`src/verilog/aec_pkg.sv`:
```
// Constants shared by the alarm status and error counter block
// How it works
// [RL1] Transmit alarm bit change pulses its interrupt flag
// [RL2] Deactivate flag follows deactivate code detection
// [RL3] Activate flag follows activate code detection
// [RL4] Driver short flag follows current limit
// [RL5] No transmit edges in 8 references: lost
// [RL6] Four edges in 8 references: present
// [RL7] Transmit frame loss follows transmit framer
// [RL8] Change of alignment loss OR pulses interrupt
// [RL9] Receive alignment bits never frozen by latching
// [RL10] TS16 alarm latches, read clears, CAS only
// [RL11] Severely errored frame latches, read clears
// [RL12] CAS loss shown only when CAS enabled
// [RL13] Multiframe loss shown only when enabled
// [RL14] Frame loss rising edge bumps alarm counter
// [RL15] Cause code latched at each frame loss
// [RL16] Counters wrap if enabled, else saturate
// [RL17] Host reads low byte before high byte
// [RL18] 12-bit framing count, high read clears
// [RL19] 10-bit CRC count, high read clears
// [RL20] 16-bit code violation count, high read clears
// [RL21] Far block count valid only in E1
package aec_pkg;
	// ----------------------------------------
	// Register offsets
	// ----------------------------------------
	localparam logic [8:0] ADDR_TX_ALARM  = 9'h048;
	localparam logic [8:0] ADDR_RX_ALIGN  = 9'h049;
	localparam logic [8:0] ADDR_FE_LOW    = 9'h050;
	localparam logic [8:0] ADDR_FE_HIGH   = 9'h051;
	localparam logic [8:0] ADDR_CRC_LOW   = 9'h052;
	localparam logic [8:0] ADDR_CRC_HIGH  = 9'h053;
	localparam logic [8:0] ADDR_LCV_LOW   = 9'h054;
	localparam logic [8:0] ADDR_LCV_HIGH  = 9'h055;
	localparam logic [8:0] ADDR_FAR_BLOCK_ERROR_COUNT_LOW  = 9'h056;
	// ----------------------------------------
	// Field positions
	// ----------------------------------------
	localparam int BIT_DEACT   = 7;
	localparam int BIT_ACT     = 6;
	localparam int BIT_SHORT   = 4;
	localparam int BIT_CLKLOST = 3;
	localparam int BIT_TXLOF   = 1;
	localparam int BIT_TS16    = 6;
	localparam int BIT_SEF     = 5;
	localparam int BIT_CASL    = 4;
	localparam int BIT_MFL     = 3;
	localparam int BIT_FRL     = 2;
	// ----------------------------------------
	// Counter widths and overflow enable index
	// ----------------------------------------
	localparam int FE_W   = 12;
	localparam int CRC_W  = 10;
	localparam int LCV_W  = 16;
	localparam int FAR_BLOCK_ERROR_COUNT_W = 10;
	localparam int OVF_FE = 0;
	localparam int OVF_CRC = 1;
	localparam int OVF_LCV = 2;
	localparam int OVF_FAR_BLOCK_ERROR_COUNT = 3;
	// ----------------------------------------
	// Receive framer modes
	// ----------------------------------------
	typedef enum logic [1:0] {
		AEC_MODE_E1  = 2'h0,
		AEC_MODE_FT  = 2'h1,
		AEC_MODE_ESF = 2'h2
	} aec_mode_t;
	// ----------------------------------------
	// Criteria and timing counts
	// ----------------------------------------
	localparam logic [2:0] SEF_WIN_E1   = 3'h6;
	localparam logic [2:0] SEF_WIN_FT   = 3'h3;
	localparam logic [2:0] SEF_WIN_ESF  = 3'h6;
	localparam logic [2:0] SEF_ERR_MIN  = 3'h2;
	localparam logic [2:0] TS16_ZERO_MAX = 3'h3;
	localparam logic [3:0] REF_WIN      = 4'h8;
	localparam logic [2:0] EDGE_PRESENT = 3'h4;
	localparam logic [1:0] LOF_RST      = 2'h0;
endpackage : aec_pkg

```
`src/verilog/aec_clk_mon.sv`:
```
// Transmit clock monitor referenced to the auxiliary clock
module aec_clk_mon (
	input  wire logic core_clk_i,
	input  wire logic rst_b_i,
	input  wire logic auxiliary_reference_clock_i,
	input  wire logic transmit_line_clock_i,
	output logic      transmit_clock_lost_o
);
	// ----------------------------------------
	// State
	// ----------------------------------------
	typedef struct packed {
		logic [1:0] aux_sy;
		logic [1:0] tx_sy;
		logic       aux_d;
		logic       tx_d;
		logic [3:0] ref_cnt;
		logic [2:0] edge_cnt;
		logic       lost;
	} aec_mon_t;
	aec_mon_t st_r;
	aec_mon_t st_nxt;

	always_comb begin
		st_nxt = st_r;
		st_nxt.aux_sy = {st_r.aux_sy[0], auxiliary_reference_clock_i};
		st_nxt.tx_sy  = {st_r.tx_sy[0], transmit_line_clock_i};
		st_nxt.aux_d  = st_r.aux_sy[1];
		st_nxt.tx_d   = st_r.tx_sy[1];
		if ((st_r.tx_sy[1] != st_r.tx_d) && (st_r.edge_cnt != aec_pkg::EDGE_PRESENT))
			st_nxt.edge_cnt = st_r.edge_cnt + 3'h1;
		if (st_r.aux_sy[1] && !st_r.aux_d) begin
			if (st_r.ref_cnt == aec_pkg::REF_WIN - 4'h1) begin
				st_nxt.ref_cnt  = 4'h0;
				st_nxt.edge_cnt = 3'h0;
				if (st_r.edge_cnt == 3'h0)
					st_nxt.lost = 1'b1; // [RL5]
				else if (st_r.edge_cnt >= aec_pkg::EDGE_PRESENT)
					st_nxt.lost = 1'b0; // [RL6]
			end else begin
				st_nxt.ref_cnt = st_r.ref_cnt + 4'h1;
			end
		end
	end

	always_ff @(posedge core_clk_i or negedge rst_b_i) begin
		if (!rst_b_i)
			st_r <= '0;
		else
			st_r <= st_nxt;
	end

	assign transmit_clock_lost_o = st_r.lost;
endmodule : aec_clk_mon

```
`src/verilog/aec_status_counters.sv`:
```
// Alarm status registers and performance error counters
module aec_status_counters (
	input  wire logic        core_clk_i,
	input  wire logic        rst_b_i,
	// Register port
	input  wire logic [8:0]  reg_addr_i,
	input  wire logic        reg_rd_i,
	output logic [7:0]       reg_rdata_o,
	// Transmit side status
	input  wire logic        loopback_deactivate_detect_i,
	input  wire logic        loopback_activate_detect_i,
	input  wire logic        driver_short_flag_i,
	input  wire logic        transmit_frame_loss_i,
	input  wire logic        auxiliary_reference_clock_i,
	input  wire logic        transmit_line_clock_i,
	// Receive alignment machines
	input  wire logic        basic_frame_alignment_loss_i,
	input  wire logic        multiframe_alignment_loss_i,
	input  wire logic        cas_alignment_loss_i,
	input  wire logic [1:0]  frame_loss_cause_i,
	input  wire logic        cas_enable_i,
	input  wire logic        mfas_enable_i,
	input  wire logic [1:0]  receive_mode_i,
	input  wire logic        frame_bit_check_i,
	input  wire logic        frame_bit_error_i,
	input  wire logic        ts16_bit_valid_i,
	input  wire logic        ts16_bit_i,
	input  wire logic        multiframe_start_i,
	// Error events and counter control
	input  wire logic        framing_error_i,
	input  wire logic        crc_error_i,
	input  wire logic        bipolar_violation_i,
	input  wire logic        excess_zeros_i,
	input  wire logic        excess_zeros_count_en_i,
	input  wire logic        far_block_error_i,
	input  wire logic        e1_mode_i,
	input  wire logic [3:0]  counter_overflow_enables_i,
	input  wire logic        count_latch_enable_i,
	input  wire logic        one_second_tick_i,
	// Interrupt status and alarm counter events
	output logic [4:0]       transmit_alarm_interrupt_status_o,
	output logic             receive_alarm_interrupt_status_o,
	output logic             frame_loss_count_inc_o,
	output logic             severely_errored_count_inc_o
);
	// ----------------------------------------
	// Helpers
	// ----------------------------------------
	function automatic logic [15:0] cnt_step(input logic [15:0] v, input logic [15:0] max,
			input logic inc, input logic wrap);
		logic [15:0] r;
		r = v;
		if (inc) begin
			if (v != max)
				r = v + 16'h0001;
			else if (wrap)
				r = 16'h0000; // [RL16]
		end
		return r;
	endfunction : cnt_step

	function automatic logic [2:0] ones6(input logic [5:0] v, input logic [2:0] win);
		logic [2:0] n;
		n = 3'h0;
		for (int i = 0; i < 6; i++)
			if (i < int'(win) && v[i])
				n = n + 3'h1;
		return n;
	endfunction : ones6

	localparam logic [15:0] FE_MAX   = 16'({aec_pkg::FE_W{1'b1}});
	localparam logic [15:0] CRC_MAX  = 16'({aec_pkg::CRC_W{1'b1}});
	localparam logic [15:0] LCV_MAX  = 16'({aec_pkg::LCV_W{1'b1}});
	localparam logic [15:0] FAR_BLOCK_ERROR_COUNT_MAX = 16'({aec_pkg::FAR_BLOCK_ERROR_COUNT_W{1'b1}});

	// ----------------------------------------
	// State
	// ----------------------------------------
	typedef struct packed {
		logic [4:0]  tx_alm;
		logic [4:0]  tx_int;
		logic        rx_int;
		logic        fr_loss;
		logic        mf_loss;
		logic        cas_loss;
		logic        or_prev;
		logic        fr_inc;
		logic        sef_inc;
		logic        severely_errored_frame_flag;
		logic        ts16;
		logic [1:0]  frame_loss_cause;
		logic [5:0]  hist;
		logic [2:0]  zeros;
		logic        low_mf;
		logic [15:0] fe;
		logic [15:0] crc;
		logic [15:0] code_violation_count_low;
		logic [15:0] far_block_error_count;
		logic [15:0] fe_s;
		logic [15:0] crc_s;
		logic [15:0] lcv_s;
		logic [15:0] far_block_error_count_s;
		logic [7:0]  rdata;
	} aec_state_t;
	aec_state_t st_r;
	aec_state_t st_nxt;
	logic       clk_lost;
	logic [4:0] tx_now;
	logic       or_now;
	logic [2:0] sef_win;
	logic [2:0] sef_cnt;
	logic       lcv_ev;
	logic       rd_high_clr;

	// ----------------------------------------
	// Transmit clock monitor
	// ----------------------------------------
	aec_clk_mon u_clk_mon (
		.core_clk_i                  (core_clk_i),
		.rst_b_i                     (rst_b_i),
		.auxiliary_reference_clock_i (auxiliary_reference_clock_i),
		.transmit_line_clock_i       (transmit_line_clock_i),
		.transmit_clock_lost_o       (clk_lost)
	);

	// ----------------------------------------
	// Next state
	// ----------------------------------------
	always_comb begin
		st_nxt = st_r;
		// Live transmit alarms: deact, act, short, clock lost, frame loss
		tx_now = {loopback_deactivate_detect_i, loopback_activate_detect_i,
			driver_short_flag_i, clk_lost, transmit_frame_loss_i}; // [RL2] [RL3] [RL4] [RL7]
		st_nxt.tx_alm = tx_now;
		st_nxt.tx_int = tx_now ^ st_r.tx_alm; // [RL1]

		// Receive alignment, never frozen by one second latching
		st_nxt.fr_loss  = basic_frame_alignment_loss_i; // [RL9]
		st_nxt.mf_loss  = multiframe_alignment_loss_i & mfas_enable_i; // [RL13]
		st_nxt.cas_loss = cas_alignment_loss_i & cas_enable_i; // [RL12]
		or_now = st_nxt.fr_loss | st_nxt.mf_loss | st_nxt.cas_loss;
		st_nxt.or_prev = or_now;
		st_nxt.rx_int  = or_now ^ st_r.or_prev; // [RL8]
		st_nxt.fr_inc  = basic_frame_alignment_loss_i & ~st_r.fr_loss; // [RL14]
		if (basic_frame_alignment_loss_i && !st_r.fr_loss)
			st_nxt.frame_loss_cause = frame_loss_cause_i; // [RL15]

		// Latched alarms: read clears first, a new event wins
		if (reg_rd_i && reg_addr_i == aec_pkg::ADDR_RX_ALIGN) begin
			st_nxt.severely_errored_frame_flag  = 1'b0; // [RL11]
			st_nxt.ts16 = 1'b0; // [RL10]
		end

		// Severely errored frame over a sliding window of framing bits
		unique case (receive_mode_i)
			aec_pkg::AEC_MODE_FT:  sef_win = aec_pkg::SEF_WIN_FT;
			aec_pkg::AEC_MODE_ESF: sef_win = aec_pkg::SEF_WIN_ESF;
			default:               sef_win = aec_pkg::SEF_WIN_E1;
		endcase
		sef_cnt = 3'h0;
		st_nxt.sef_inc = 1'b0;
		if (frame_bit_check_i) begin
			st_nxt.hist = {st_r.hist[4:0], frame_bit_error_i};
			sef_cnt = ones6(st_nxt.hist, sef_win);
			if (frame_bit_error_i && sef_cnt >= aec_pkg::SEF_ERR_MIN) begin
				st_nxt.severely_errored_frame_flag     = 1'b1; // [RL11]
				st_nxt.sef_inc = 1'b1;
			end
		end

		// TS16 zero density per multiframe, two in a row latch
		if (!cas_enable_i) begin
			st_nxt.ts16   = 1'b0; // [RL10]
			st_nxt.zeros  = 3'h0;
			st_nxt.low_mf = 1'b0;
		end else if (multiframe_start_i) begin
			st_nxt.zeros  = 3'h0;
			st_nxt.low_mf = st_r.zeros <= aec_pkg::TS16_ZERO_MAX;
			if (st_nxt.low_mf && st_r.low_mf)
				st_nxt.ts16 = 1'b1; // [RL10]
		end else if (ts16_bit_valid_i && !ts16_bit_i && st_r.zeros != 3'h7) begin
			st_nxt.zeros = st_r.zeros + 3'h1;
		end

		// Counters: high byte read clears unless latching, event wins
		rd_high_clr = reg_rd_i && !count_latch_enable_i;
		if (rd_high_clr && reg_addr_i == aec_pkg::ADDR_FE_HIGH)
			st_nxt.fe = 16'h0000; // [RL18]
		if (rd_high_clr && reg_addr_i == aec_pkg::ADDR_CRC_HIGH)
			st_nxt.crc = 16'h0000; // [RL19]
		if (rd_high_clr && reg_addr_i == aec_pkg::ADDR_LCV_HIGH)
			st_nxt.code_violation_count_low = 16'h0000; // [RL20]
		if (count_latch_enable_i && one_second_tick_i) begin
			st_nxt.fe_s   = st_r.fe;
			st_nxt.crc_s  = st_r.crc;
			st_nxt.lcv_s  = st_r.code_violation_count_low;
			st_nxt.far_block_error_count_s = st_r.far_block_error_count;
			st_nxt.fe     = 16'h0000;
			st_nxt.crc    = 16'h0000;
			st_nxt.code_violation_count_low    = 16'h0000;
			st_nxt.far_block_error_count   = 16'h0000;
		end
		lcv_ev = bipolar_violation_i | (excess_zeros_i & excess_zeros_count_en_i); // [RL20]
		st_nxt.fe = cnt_step(st_nxt.fe, FE_MAX, framing_error_i,
			counter_overflow_enables_i[aec_pkg::OVF_FE]); // [RL16] [RL18]
		st_nxt.crc = cnt_step(st_nxt.crc, CRC_MAX, crc_error_i,
			counter_overflow_enables_i[aec_pkg::OVF_CRC]); // [RL16] [RL19]
		st_nxt.code_violation_count_low = cnt_step(st_nxt.code_violation_count_low, LCV_MAX, lcv_ev,
			counter_overflow_enables_i[aec_pkg::OVF_LCV]); // [RL16] [RL20]
		st_nxt.far_block_error_count = cnt_step(st_nxt.far_block_error_count, FAR_BLOCK_ERROR_COUNT_MAX, far_block_error_i & e1_mode_i,
			counter_overflow_enables_i[aec_pkg::OVF_FAR_BLOCK_ERROR_COUNT]); // [RL21]

		// Registered read data
		if (reg_rd_i) begin
			unique case (reg_addr_i)
				aec_pkg::ADDR_TX_ALARM: st_nxt.rdata = {st_r.tx_alm[4], st_r.tx_alm[3], 1'b0,
					st_r.tx_alm[2], st_r.tx_alm[1], 1'b0, st_r.tx_alm[0], 1'b0};
				aec_pkg::ADDR_RX_ALIGN: st_nxt.rdata = {1'b0, st_r.ts16, st_r.severely_errored_frame_flag,
					st_r.cas_loss, st_r.mf_loss, st_r.fr_loss, st_r.frame_loss_cause};
				aec_pkg::ADDR_FE_LOW:  st_nxt.rdata = count_latch_enable_i ?
					st_r.fe_s[7:0] : st_r.fe[7:0];
				aec_pkg::ADDR_FE_HIGH: st_nxt.rdata = count_latch_enable_i ?
					{4'h0, st_r.fe_s[11:8]} : {4'h0, st_r.fe[11:8]};
				aec_pkg::ADDR_CRC_LOW:  st_nxt.rdata = count_latch_enable_i ?
					st_r.crc_s[7:0] : st_r.crc[7:0];
				aec_pkg::ADDR_CRC_HIGH: st_nxt.rdata = count_latch_enable_i ?
					{6'h00, st_r.crc_s[9:8]} : {6'h00, st_r.crc[9:8]};
				aec_pkg::ADDR_LCV_LOW:  st_nxt.rdata = count_latch_enable_i ?
					st_r.lcv_s[7:0] : st_r.code_violation_count_low[7:0];
				aec_pkg::ADDR_LCV_HIGH: st_nxt.rdata = count_latch_enable_i ?
					st_r.lcv_s[15:8] : st_r.code_violation_count_low[15:8];
				aec_pkg::ADDR_FAR_BLOCK_ERROR_COUNT_LOW: st_nxt.rdata = count_latch_enable_i ?
					st_r.far_block_error_count_s[7:0] : st_r.far_block_error_count[7:0];
				default: st_nxt.rdata = 8'h00;
			endcase
		end
	end

	always_ff @(posedge core_clk_i or negedge rst_b_i) begin
		if (!rst_b_i) begin
			st_r     <= '0;
			st_r.frame_loss_cause <= aec_pkg::LOF_RST;
		end else begin
			st_r <= st_nxt;
		end
	end

	// ----------------------------------------
	// Outputs
	// ----------------------------------------
	assign reg_rdata_o                       = st_r.rdata;
	assign transmit_alarm_interrupt_status_o = st_r.tx_int;
	assign receive_alarm_interrupt_status_o  = st_r.rx_int;
	assign frame_loss_count_inc_o            = st_r.fr_inc;
	assign severely_errored_count_inc_o      = st_r.sef_inc;

	// ----------------------------------------
	// Checks
	// ----------------------------------------
	property p_tx_change_int;
		@(posedge core_clk_i) disable iff (!rst_b_i)
		(st_r.tx_alm != $past(st_r.tx_alm))
			|-> (transmit_alarm_interrupt_status_o == (st_r.tx_alm ^ $past(st_r.tx_alm)));
	endproperty
	a_tx_change_int: assert property (p_tx_change_int) else $error("tx alarm change lost"); // [RL1]

	property p_deact_follow;
		@(posedge core_clk_i) disable iff (!rst_b_i)
		loopback_deactivate_detect_i |=> st_r.tx_alm[4];
	endproperty
	a_deact_follow: assert property (p_deact_follow) else $error("deactivate flag stale"); // [RL2]

	property p_short_follow;
		@(posedge core_clk_i) disable iff (!rst_b_i)
		!driver_short_flag_i |=> !st_r.tx_alm[2];
	endproperty
	a_short_follow: assert property (p_short_follow) else $error("short flag stale"); // [RL4]

	property p_rx_int;
		@(posedge core_clk_i) disable iff (!rst_b_i)
		$changed(st_r.or_prev) |-> receive_alarm_interrupt_status_o;
	endproperty
	a_rx_int: assert property (p_rx_int) else $error("rx loss change missed"); // [RL8]

	property p_ts16_noncas;
		@(posedge core_clk_i) disable iff (!rst_b_i)
		!cas_enable_i |=> !st_r.ts16 && !st_r.cas_loss;
	endproperty
	a_ts16_noncas: assert property (p_ts16_noncas) else $error("cas bits set off"); // [RL10]

	property p_sef_read;
		@(posedge core_clk_i) disable iff (!rst_b_i)
		(reg_rd_i && reg_addr_i == aec_pkg::ADDR_RX_ALIGN && !frame_bit_check_i)
			|=> !st_r.severely_errored_frame_flag;
	endproperty
	a_sef_read: assert property (p_sef_read) else $error("sef not cleared"); // [RL11]

	property p_fr_inc;
		@(posedge core_clk_i) disable iff (!rst_b_i)
		$rose(st_r.fr_loss) |-> frame_loss_count_inc_o ##1 !frame_loss_count_inc_o;
	endproperty
	a_fr_inc: assert property (p_fr_inc) else $error("frame loss count missed"); // [RL14]

	property p_lof_hold;
		@(posedge core_clk_i) disable iff (!rst_b_i)
		!$rose(st_r.fr_loss) |-> $stable(st_r.frame_loss_cause);
	endproperty
	a_lof_hold: assert property (p_lof_hold) else $error("cause code moved"); // [RL15]

	property p_crc_sat;
		@(posedge core_clk_i) disable iff (!rst_b_i)
		(st_r.crc == CRC_MAX && !counter_overflow_enables_i[aec_pkg::OVF_CRC] && !reg_rd_i
			&& !one_second_tick_i) |=> st_r.crc == CRC_MAX;
	endproperty
	a_crc_sat: assert property (p_crc_sat) else $error("crc count not held"); // [RL16]

	property p_fe_clear;
		@(posedge core_clk_i) disable iff (!rst_b_i)
		(reg_rd_i && reg_addr_i == aec_pkg::ADDR_FE_HIGH && !count_latch_enable_i
			&& !framing_error_i) |=> st_r.fe == 16'h0000;
	endproperty
	a_fe_clear: assert property (p_fe_clear) else $error("framing count not cleared"); // [RL18]

	property p_crc_wrap;
		@(posedge core_clk_i) disable iff (!rst_b_i)
		(st_r.crc == CRC_MAX && counter_overflow_enables_i[aec_pkg::OVF_CRC] && crc_error_i
			&& !reg_rd_i && !one_second_tick_i) |=> st_r.crc == 16'h0000;
	endproperty
	a_crc_wrap: assert property (p_crc_wrap) else $error("crc count not wrapped"); // [RL16]

	property p_act_follow;
		@(posedge core_clk_i) disable iff (!rst_b_i)
		loopback_activate_detect_i |=> st_r.tx_alm[3];
	endproperty
	a_act_follow: assert property (p_act_follow) else $error("activate flag stale"); // [RL3]

	property p_mf_gate;
		@(posedge core_clk_i) disable iff (!rst_b_i)
		!mfas_enable_i |=> !st_r.mf_loss;
	endproperty
	a_mf_gate: assert property (p_mf_gate) else $error("multiframe loss shown off"); // [RL13]

	property p_lof_capture;
		@(posedge core_clk_i) disable iff (!rst_b_i)
		$rose(st_r.fr_loss) |-> st_r.frame_loss_cause == $past(frame_loss_cause_i);
	endproperty
	a_lof_capture: assert property (p_lof_capture) else $error("cause code not taken"); // [RL15]
endmodule : aec_status_counters

```
`config.mk`:
```
export PLATFORM = sky130hd
export DESIGN_NAME = aec_status_counters
export DESIGN_NICKNAME = d
export VERILOG_FILES = /design/src/verilog/aec_pkg.sv /design/src/verilog/aec_clk_mon.sv /design/src/verilog/aec_status_counters.sv
export SDC_FILE = /design/constraint.sdc
export NUM_CORES = 1
export LEC_CHECK = 0
export BUFFER_PORTS_ARGS = -buffer_cell sky130_fd_sc_hd__buf_4
export CORE_MARGIN = 5
export CORE_UTILIZATION = 60
export DETAILED_ROUTE_END_ITERATION = 16
export PLACE_DENSITY = 0.79
export SLEW_MARGIN = 10
export SYNTH_ARGS = -nofsm -noshare
export SYNTH_HDL_FRONTEND = slang
export SYNTH_HIERARCHICAL = 1
export SYNTH_SLANG_ARGS = --single-unit
```
`constraint.sdc`:
```
create_clock -name core_clk_i -period 4.35 [get_ports core_clk_i]
set_input_delay 0.435 -clock core_clk_i [delete_from_list [all_inputs] [get_ports core_clk_i]]
set_output_delay 0.435 -clock core_clk_i [all_outputs]
set_load 0.01 [all_outputs]
```
* Yosys cells after proc, flatten, opt, wreduce, memory -nomap -nowiden
Index checks and enable logic that the tools add are counted.
** Word-level totals
- Register bits after elaboration :: 180
- Bits of input ports :: 45
- Output and inout bits :: 16
- Logic and storage cells :: 162
** Operators by class
- Add/sub/neg operators :: 12
- Order comparisons :: 9
- Eq/ne operators :: 20
- Mux-type cells :: 53
- Bitwise logic cells :: 11
- Reductions and logical operators :: 26
** Operator list (count)
- $mux W16 :: 15
- $mux W128 :: 1
- $eq A9 B7 Y1 const B :: 9
- $pmux W8 S9 :: 1
- $add A16 B1 Y16 const B :: 4
- $mux W3 :: 15
- $mux W8 :: 5
- $ne A16 B10 Y1 const B :: 2
- $add A3 B1 Y3 const B :: 7
- $mux W4 :: 5
- $logic_and A1 B1 Y1 :: 19
- $ne A16 B12 Y1 const B :: 1
- $ne A16 B16 Y1 const B :: 1
- $mux W2 :: 4
- $mux W1 :: 7
- $lt A1 B3 Y1 const A :: 2
- $lt A2 B3 Y1 const A :: 2
- $lt A3 B3 Y1 const A :: 2
- $ne A3 B3 Y1 const B :: 2
- $and A1 B1 Y1 :: 5
- $xor A5 B5 Y5 :: 1
- $add A4 B1 Y4 const B :: 1
- $eq A4 B3 Y1 const B :: 1
- $logic_not A1 Y1 :: 4
- 13 further kinds :: 15

* Longest topological paths before layout
- Depth after elaboration :: 25
- Mapped depth :: 16
- Gate-level depth less buffers :: 16

* Hierarchy
Netlist, hierarchy kept.
** By module, submodules not included
- aec_status_counters :: times used 1, cells each 872, area each 8264.2 um^2, seq. area each 3703.6 um^2
- aec_clk_mon :: times used 1, cells each 44, area each 573.0 um^2, seq. area each 350.3 um^2

* Least setup slack after synthesis
No wires, ideal clock.
- Kind :: input port to flip-flop
- Start :: input port frame_bit_error_i
- End :: register st_r[149] in the netlist's numbering
- Setup time :: 0.134 ns
- Data arrival time :: 3.033 ns
- Data required time :: 4.216 ns
- Setup slack :: 1.183 ns
- Cell stages on the path :: 13
- Buffers on the path :: 0
- Cells stage by stage :: inv_1 > ha_1 > xor2_1 > xnor2_1 > ha_1 > nand3_1 > o311ai_0 > or2_2 > ha_1 > nand3_1 > or3b_2 > mux2i_1 > o211ai_1
** RTL lines
- start, declared :: RTL line aec_status_counters.sv:25 : input wire logic frame_bit_error_i,
- end signal, assigned :: RTL line aec_status_counters.sv:244 : st_r <= st_nxt;
- end, declared :: RTL line aec_status_counters.sv:105 : aec_state_t st_r;

==> results.sh <==
export IMPL_portBuffers=60
export IMPL_place_inst=1108
export IMPL_ys_warn_count=6
export IMPL_power_share_clock_pct=40.7
export IMPL_detail_route_antenna_nets=0
export IMPL_switching_share_pct=26.83
export IMPL_fin_cells=1139
export IMPL_synth_edff_count=0
export IMPL_start_util_pct=61.04
export IMPL_ctsHtreeMaxLevel=4
export IMPL_die_area_mm2=0.01726
export IMPL_critical_path_class="reg -> reg"
export IMPL_dp_hpwl_um=14150
export IMPL_max_vdd_ir_drop_v=0.0002696
export IMPL_status="completed"
export IMPL_fin_worst_skew_ns=0.006656
export IMPL_grt_pass1_wl_um=34550
export IMPL_slowest_stage="or3b_2"
export IMPL_die_h_um=131.4
export IMPL_crit_path_start_kind="flip-flop"
export IMPL_ioPinCount=61
export IMPL_wl_per_cell_um=17.93
export IMPL_worst_slew_pin_slew_ns=0.9891
export IMPL_drv_slew=0
export IMPL_hp_class="in -> async"
export IMPL_p_seq_share_pct=46.1
export IMPL_cts_made_buffers=17
export IMPL_cp_required_ns=4.64
export IMPL_layout_drive_gt1_share_pct=15.50
export IMPL_ys_ff_latch=162
export IMPL_hold_buffers=0
export IMPL_postCtsSetupRepairBufs=0
export IMPL_core_mm2=0.01448
export IMPL_post_synth_cell_area_avg_um2=9.648
export IMPL_grt_usage_pct=24.04
export IMPL_gp_congestion=0.8902
export IMPL_place_ws_ns=0.8253
export IMPL_comb_power_share_pct=13.3
export IMPL_synth_nets=974
export IMPL_yosys_most_used_dff="dfrtp_1"
export IMPL_grt_max_degree=98
export IMPL_cpPeakStageDelay_ns=0.44
export IMPL_setup_viol=0
export IMPL_diodes=0
export IMPL_ys_top_cells_by_area="dfrtp_1, nand2_1, mux2i_1"
export IMPL_root_buffer="clkbuf_16"
export IMPL_slew_headroom_pct=33.82
export IMPL_vias=7070
export IMPL_final_setup_tns_ns=0
export IMPL_fin_ws_ns=0.9943
export IMPL_synth_area_mm2=0.008837
export IMPL_critPathCaptureType="flip-flop"
export IMPL_hold_viol_final=0
export IMPL_antenna_found_initial=0
export IMPL_cts_tree="done"
export IMPL_rsz0062_at_grt="false"
export IMPL_area_growth_pct=11.67
export IMPL_p_leak_uw=0.004457
export IMPL_routed_via_density=6.207
export IMPL_grt_pass1_vias=6932
export IMPL_fin_nets=1001
export IMPL_p_sw_uw=1015
export IMPL_cts_sinks=162
export IMPL_drt_iter0_drc=488
export IMPL_async_flop_share_pct=100.0
export IMPL_synth_seq_area_share_pct=45.87
export IMPL_yosysUniqueCellTypes=78
export IMPL_clk_latency_ns=0.42
export IMPL_internal_power_uw=2767
export IMPL_powerDensity_mw_per_mm2=383.2
export IMPL_arrival_ns=3.65
export IMPL_finalWirelength_um=20420
export IMPL_drc=0
export IMPL_die_w_um=131.4
export IMPL_crit_path_max_fanout=5
export IMPL_path_cells="inv_1 > ha_1 > xor2_1 > xnor2_1 > ha_1 > nand3_1 > o311ai_0 > or2_2 > ha_1 > nand3_1 > or3b_2 > mux2i_1 > o211ai_1"
export IMPL_synth_top_area_share_pct=45.87
export IMPL_clk_pin_slew_ns=0.06
export IMPL_max_freq_mhz=298.0
export IMPL_postSynthCellCount=916
export IMPL_rows=44
export IMPL_finalCritPeriodShare_pct=77.14
export IMPL_grt_overflow_total=0
export IMPL_fin_crit_ns=3.356
export IMPL_cts_buffer_depth=2
export IMPL_yosys_area_top_type="dfrtp_1"
export IMPL_drv_cap=0
export IMPL_cp_common_cell="ha_1"
export IMPL_drtPass1Iterations=6
export IMPL_cts_resized_gates=0
==> flip-flops by register name, indices dropped and copies added, names as in the netlist <==
name / cells
st_r: 132
u_clk_mon/st_r: 9
reg_rdata_o: 8
transmit_alarm_interrupt_status_o: 5
u_clk_mon/st_nxt: 4
frame_loss_count_inc_o: 1
receive_alarm_interrupt_status_o: 1
severely_errored_count_inc_o: 1
u_clk_mon/transmit_clock_lost_o: 1
==> routing by layer <==
layer / wire, µm / GRT usage [%] / share of wire (%) / vias to the layer above
met1: 9077 / 32.72 / 44 / 3408
met4: 482 / 8.514 / 2.4 / 0
met5: 0 / 0 / 0 / -
li1: - / - / - / 3379
met2: 9650 / 38.06 / 47 / 240
met3: 1207 / 5.619 / 5.9 / 43
==> cells in the mapped netlist (all sizes together) (10+ instances only) <==
cell / count
mux4: 10
nor2: 36
xor2: 12
mux2: 17
dfrtp: 162
o21ai: 34
clkbuf: 27
nand2: 191
or3: 14
nor2b: 11
inv: 23
nand4: 24
and2: 15
nor4: 14
nor3: 24
a21oi: 27
xnor2: 13
nand3: 24
o211ai: 13
mux2i: 27
ha: 13
buf: 29
==> worst max-delay path, delay by kind of cell (launching register included) <==
kind            cells  cell delay (ns)
fa+ha+maj           3             0.93
flops               1             0.39
compound gates      2             0.28
simple gates        4             0.92
xor+xnor            2             0.43
mux                 1             0.18
buf+inv             1             0.09
==> final timing paths <==
kind                                              from              endpoint  slack (ns)  cells past startpoint
max                                          st_r[140]             st_r[149]        0.99                     13
min                                            rst_b_i  u_clk_mon/st_nxt[11]        0.08                      1
max reg2reg                                  st_r[140]             st_r[149]        0.99                     13
min reg2reg                       u_clk_mon/st_nxt[11]   u_clk_mon/st_nxt[8]        0.35                      0
max in group asynchronous                      rst_b_i              st_r[60]        3.25                      2
min in group core_clk_i    auxiliary_reference_clock_i  u_clk_mon/st_nxt[13]        0.12                      1
==> power groups by stage <==
stage | Sequential [µW] | Clock [µW] | Combinational [µW]
finish | 1740 | 1540 | 502
global route | 1760 | 1640 | 567
CTS | 1740 | 1560 | 504
detailed placement | 1770 | 0 | 500
global placement | 1760 | 0 | 483
floorplan | 1730 | 0 | 367
==> stage by stage <==
step	total power [µW]	instance area (µm²)	hold slack (ns)	util, %
after global routing	3964	9868	0.09761	68.16
after global placement	2246	9265	0.3322	63.99
after detailed placement	2267	9265	0.3358	63.99
final	3781	9868	0.08317	68.16
after CTS	3808	9868	0.1024	68.16
after floorplan	2093	8837	0.1394	-
==> cells by family after synthesis <==
family	synth area share, %
AND/OR/NAND/NOR	24.24
AO/OA/AOI/OAI	13.55
flip-flops	45.87
buffers and inverters	4.247
multiplexers	7.773
XOR/XNOR	2.478
adder cells (fa/ha/maj)	1.841
==> placed cells by master (no fill, tap or decap), types with 6 or more instances in the layout <==
cell type	netlist	routed
a21oi_1	25	25
nand4_1	24	24
a211oi_1	9	9
nor3_1	24	24
clkbuf_16	0	17
nand2_1	191	190
a31oi_1	6	6
mux4_2	10	10
a22oi_1	6	6
nor2_1	36	36
xnor2_1	13	13
and3_1	9	9
and2_1	14	14
or3_1	13	13
mux2i_1	27	27
and4_1	7	7
nand4b_1	6	6
o211ai_1	13	13
buf_4	13	63
ha_1	13	13
or4_1	8	8
dfrtp_1	162	162
nand2b_1	8	8
o21ai_0	34	34
or2_2	6	6
inv_1	23	23
nor4_1	12	12
xor2_1	12	12
mux2_2	17	17
nand3_1	24	24
nor2b_1	10	10
==> layout make-up <==
type,instances,area [µm²]
Multi-Input combinational cell,675,4410
Clock buffer,17,425.4
Timing Repair Buffer,64,484.2
Sequential cell,162,4054
Inverter,23,86.33
Clock inverter,14,177.7
Tap cell,184,230.2
Fill cell,1119,4611
Power figures use the tool's default switching activity.
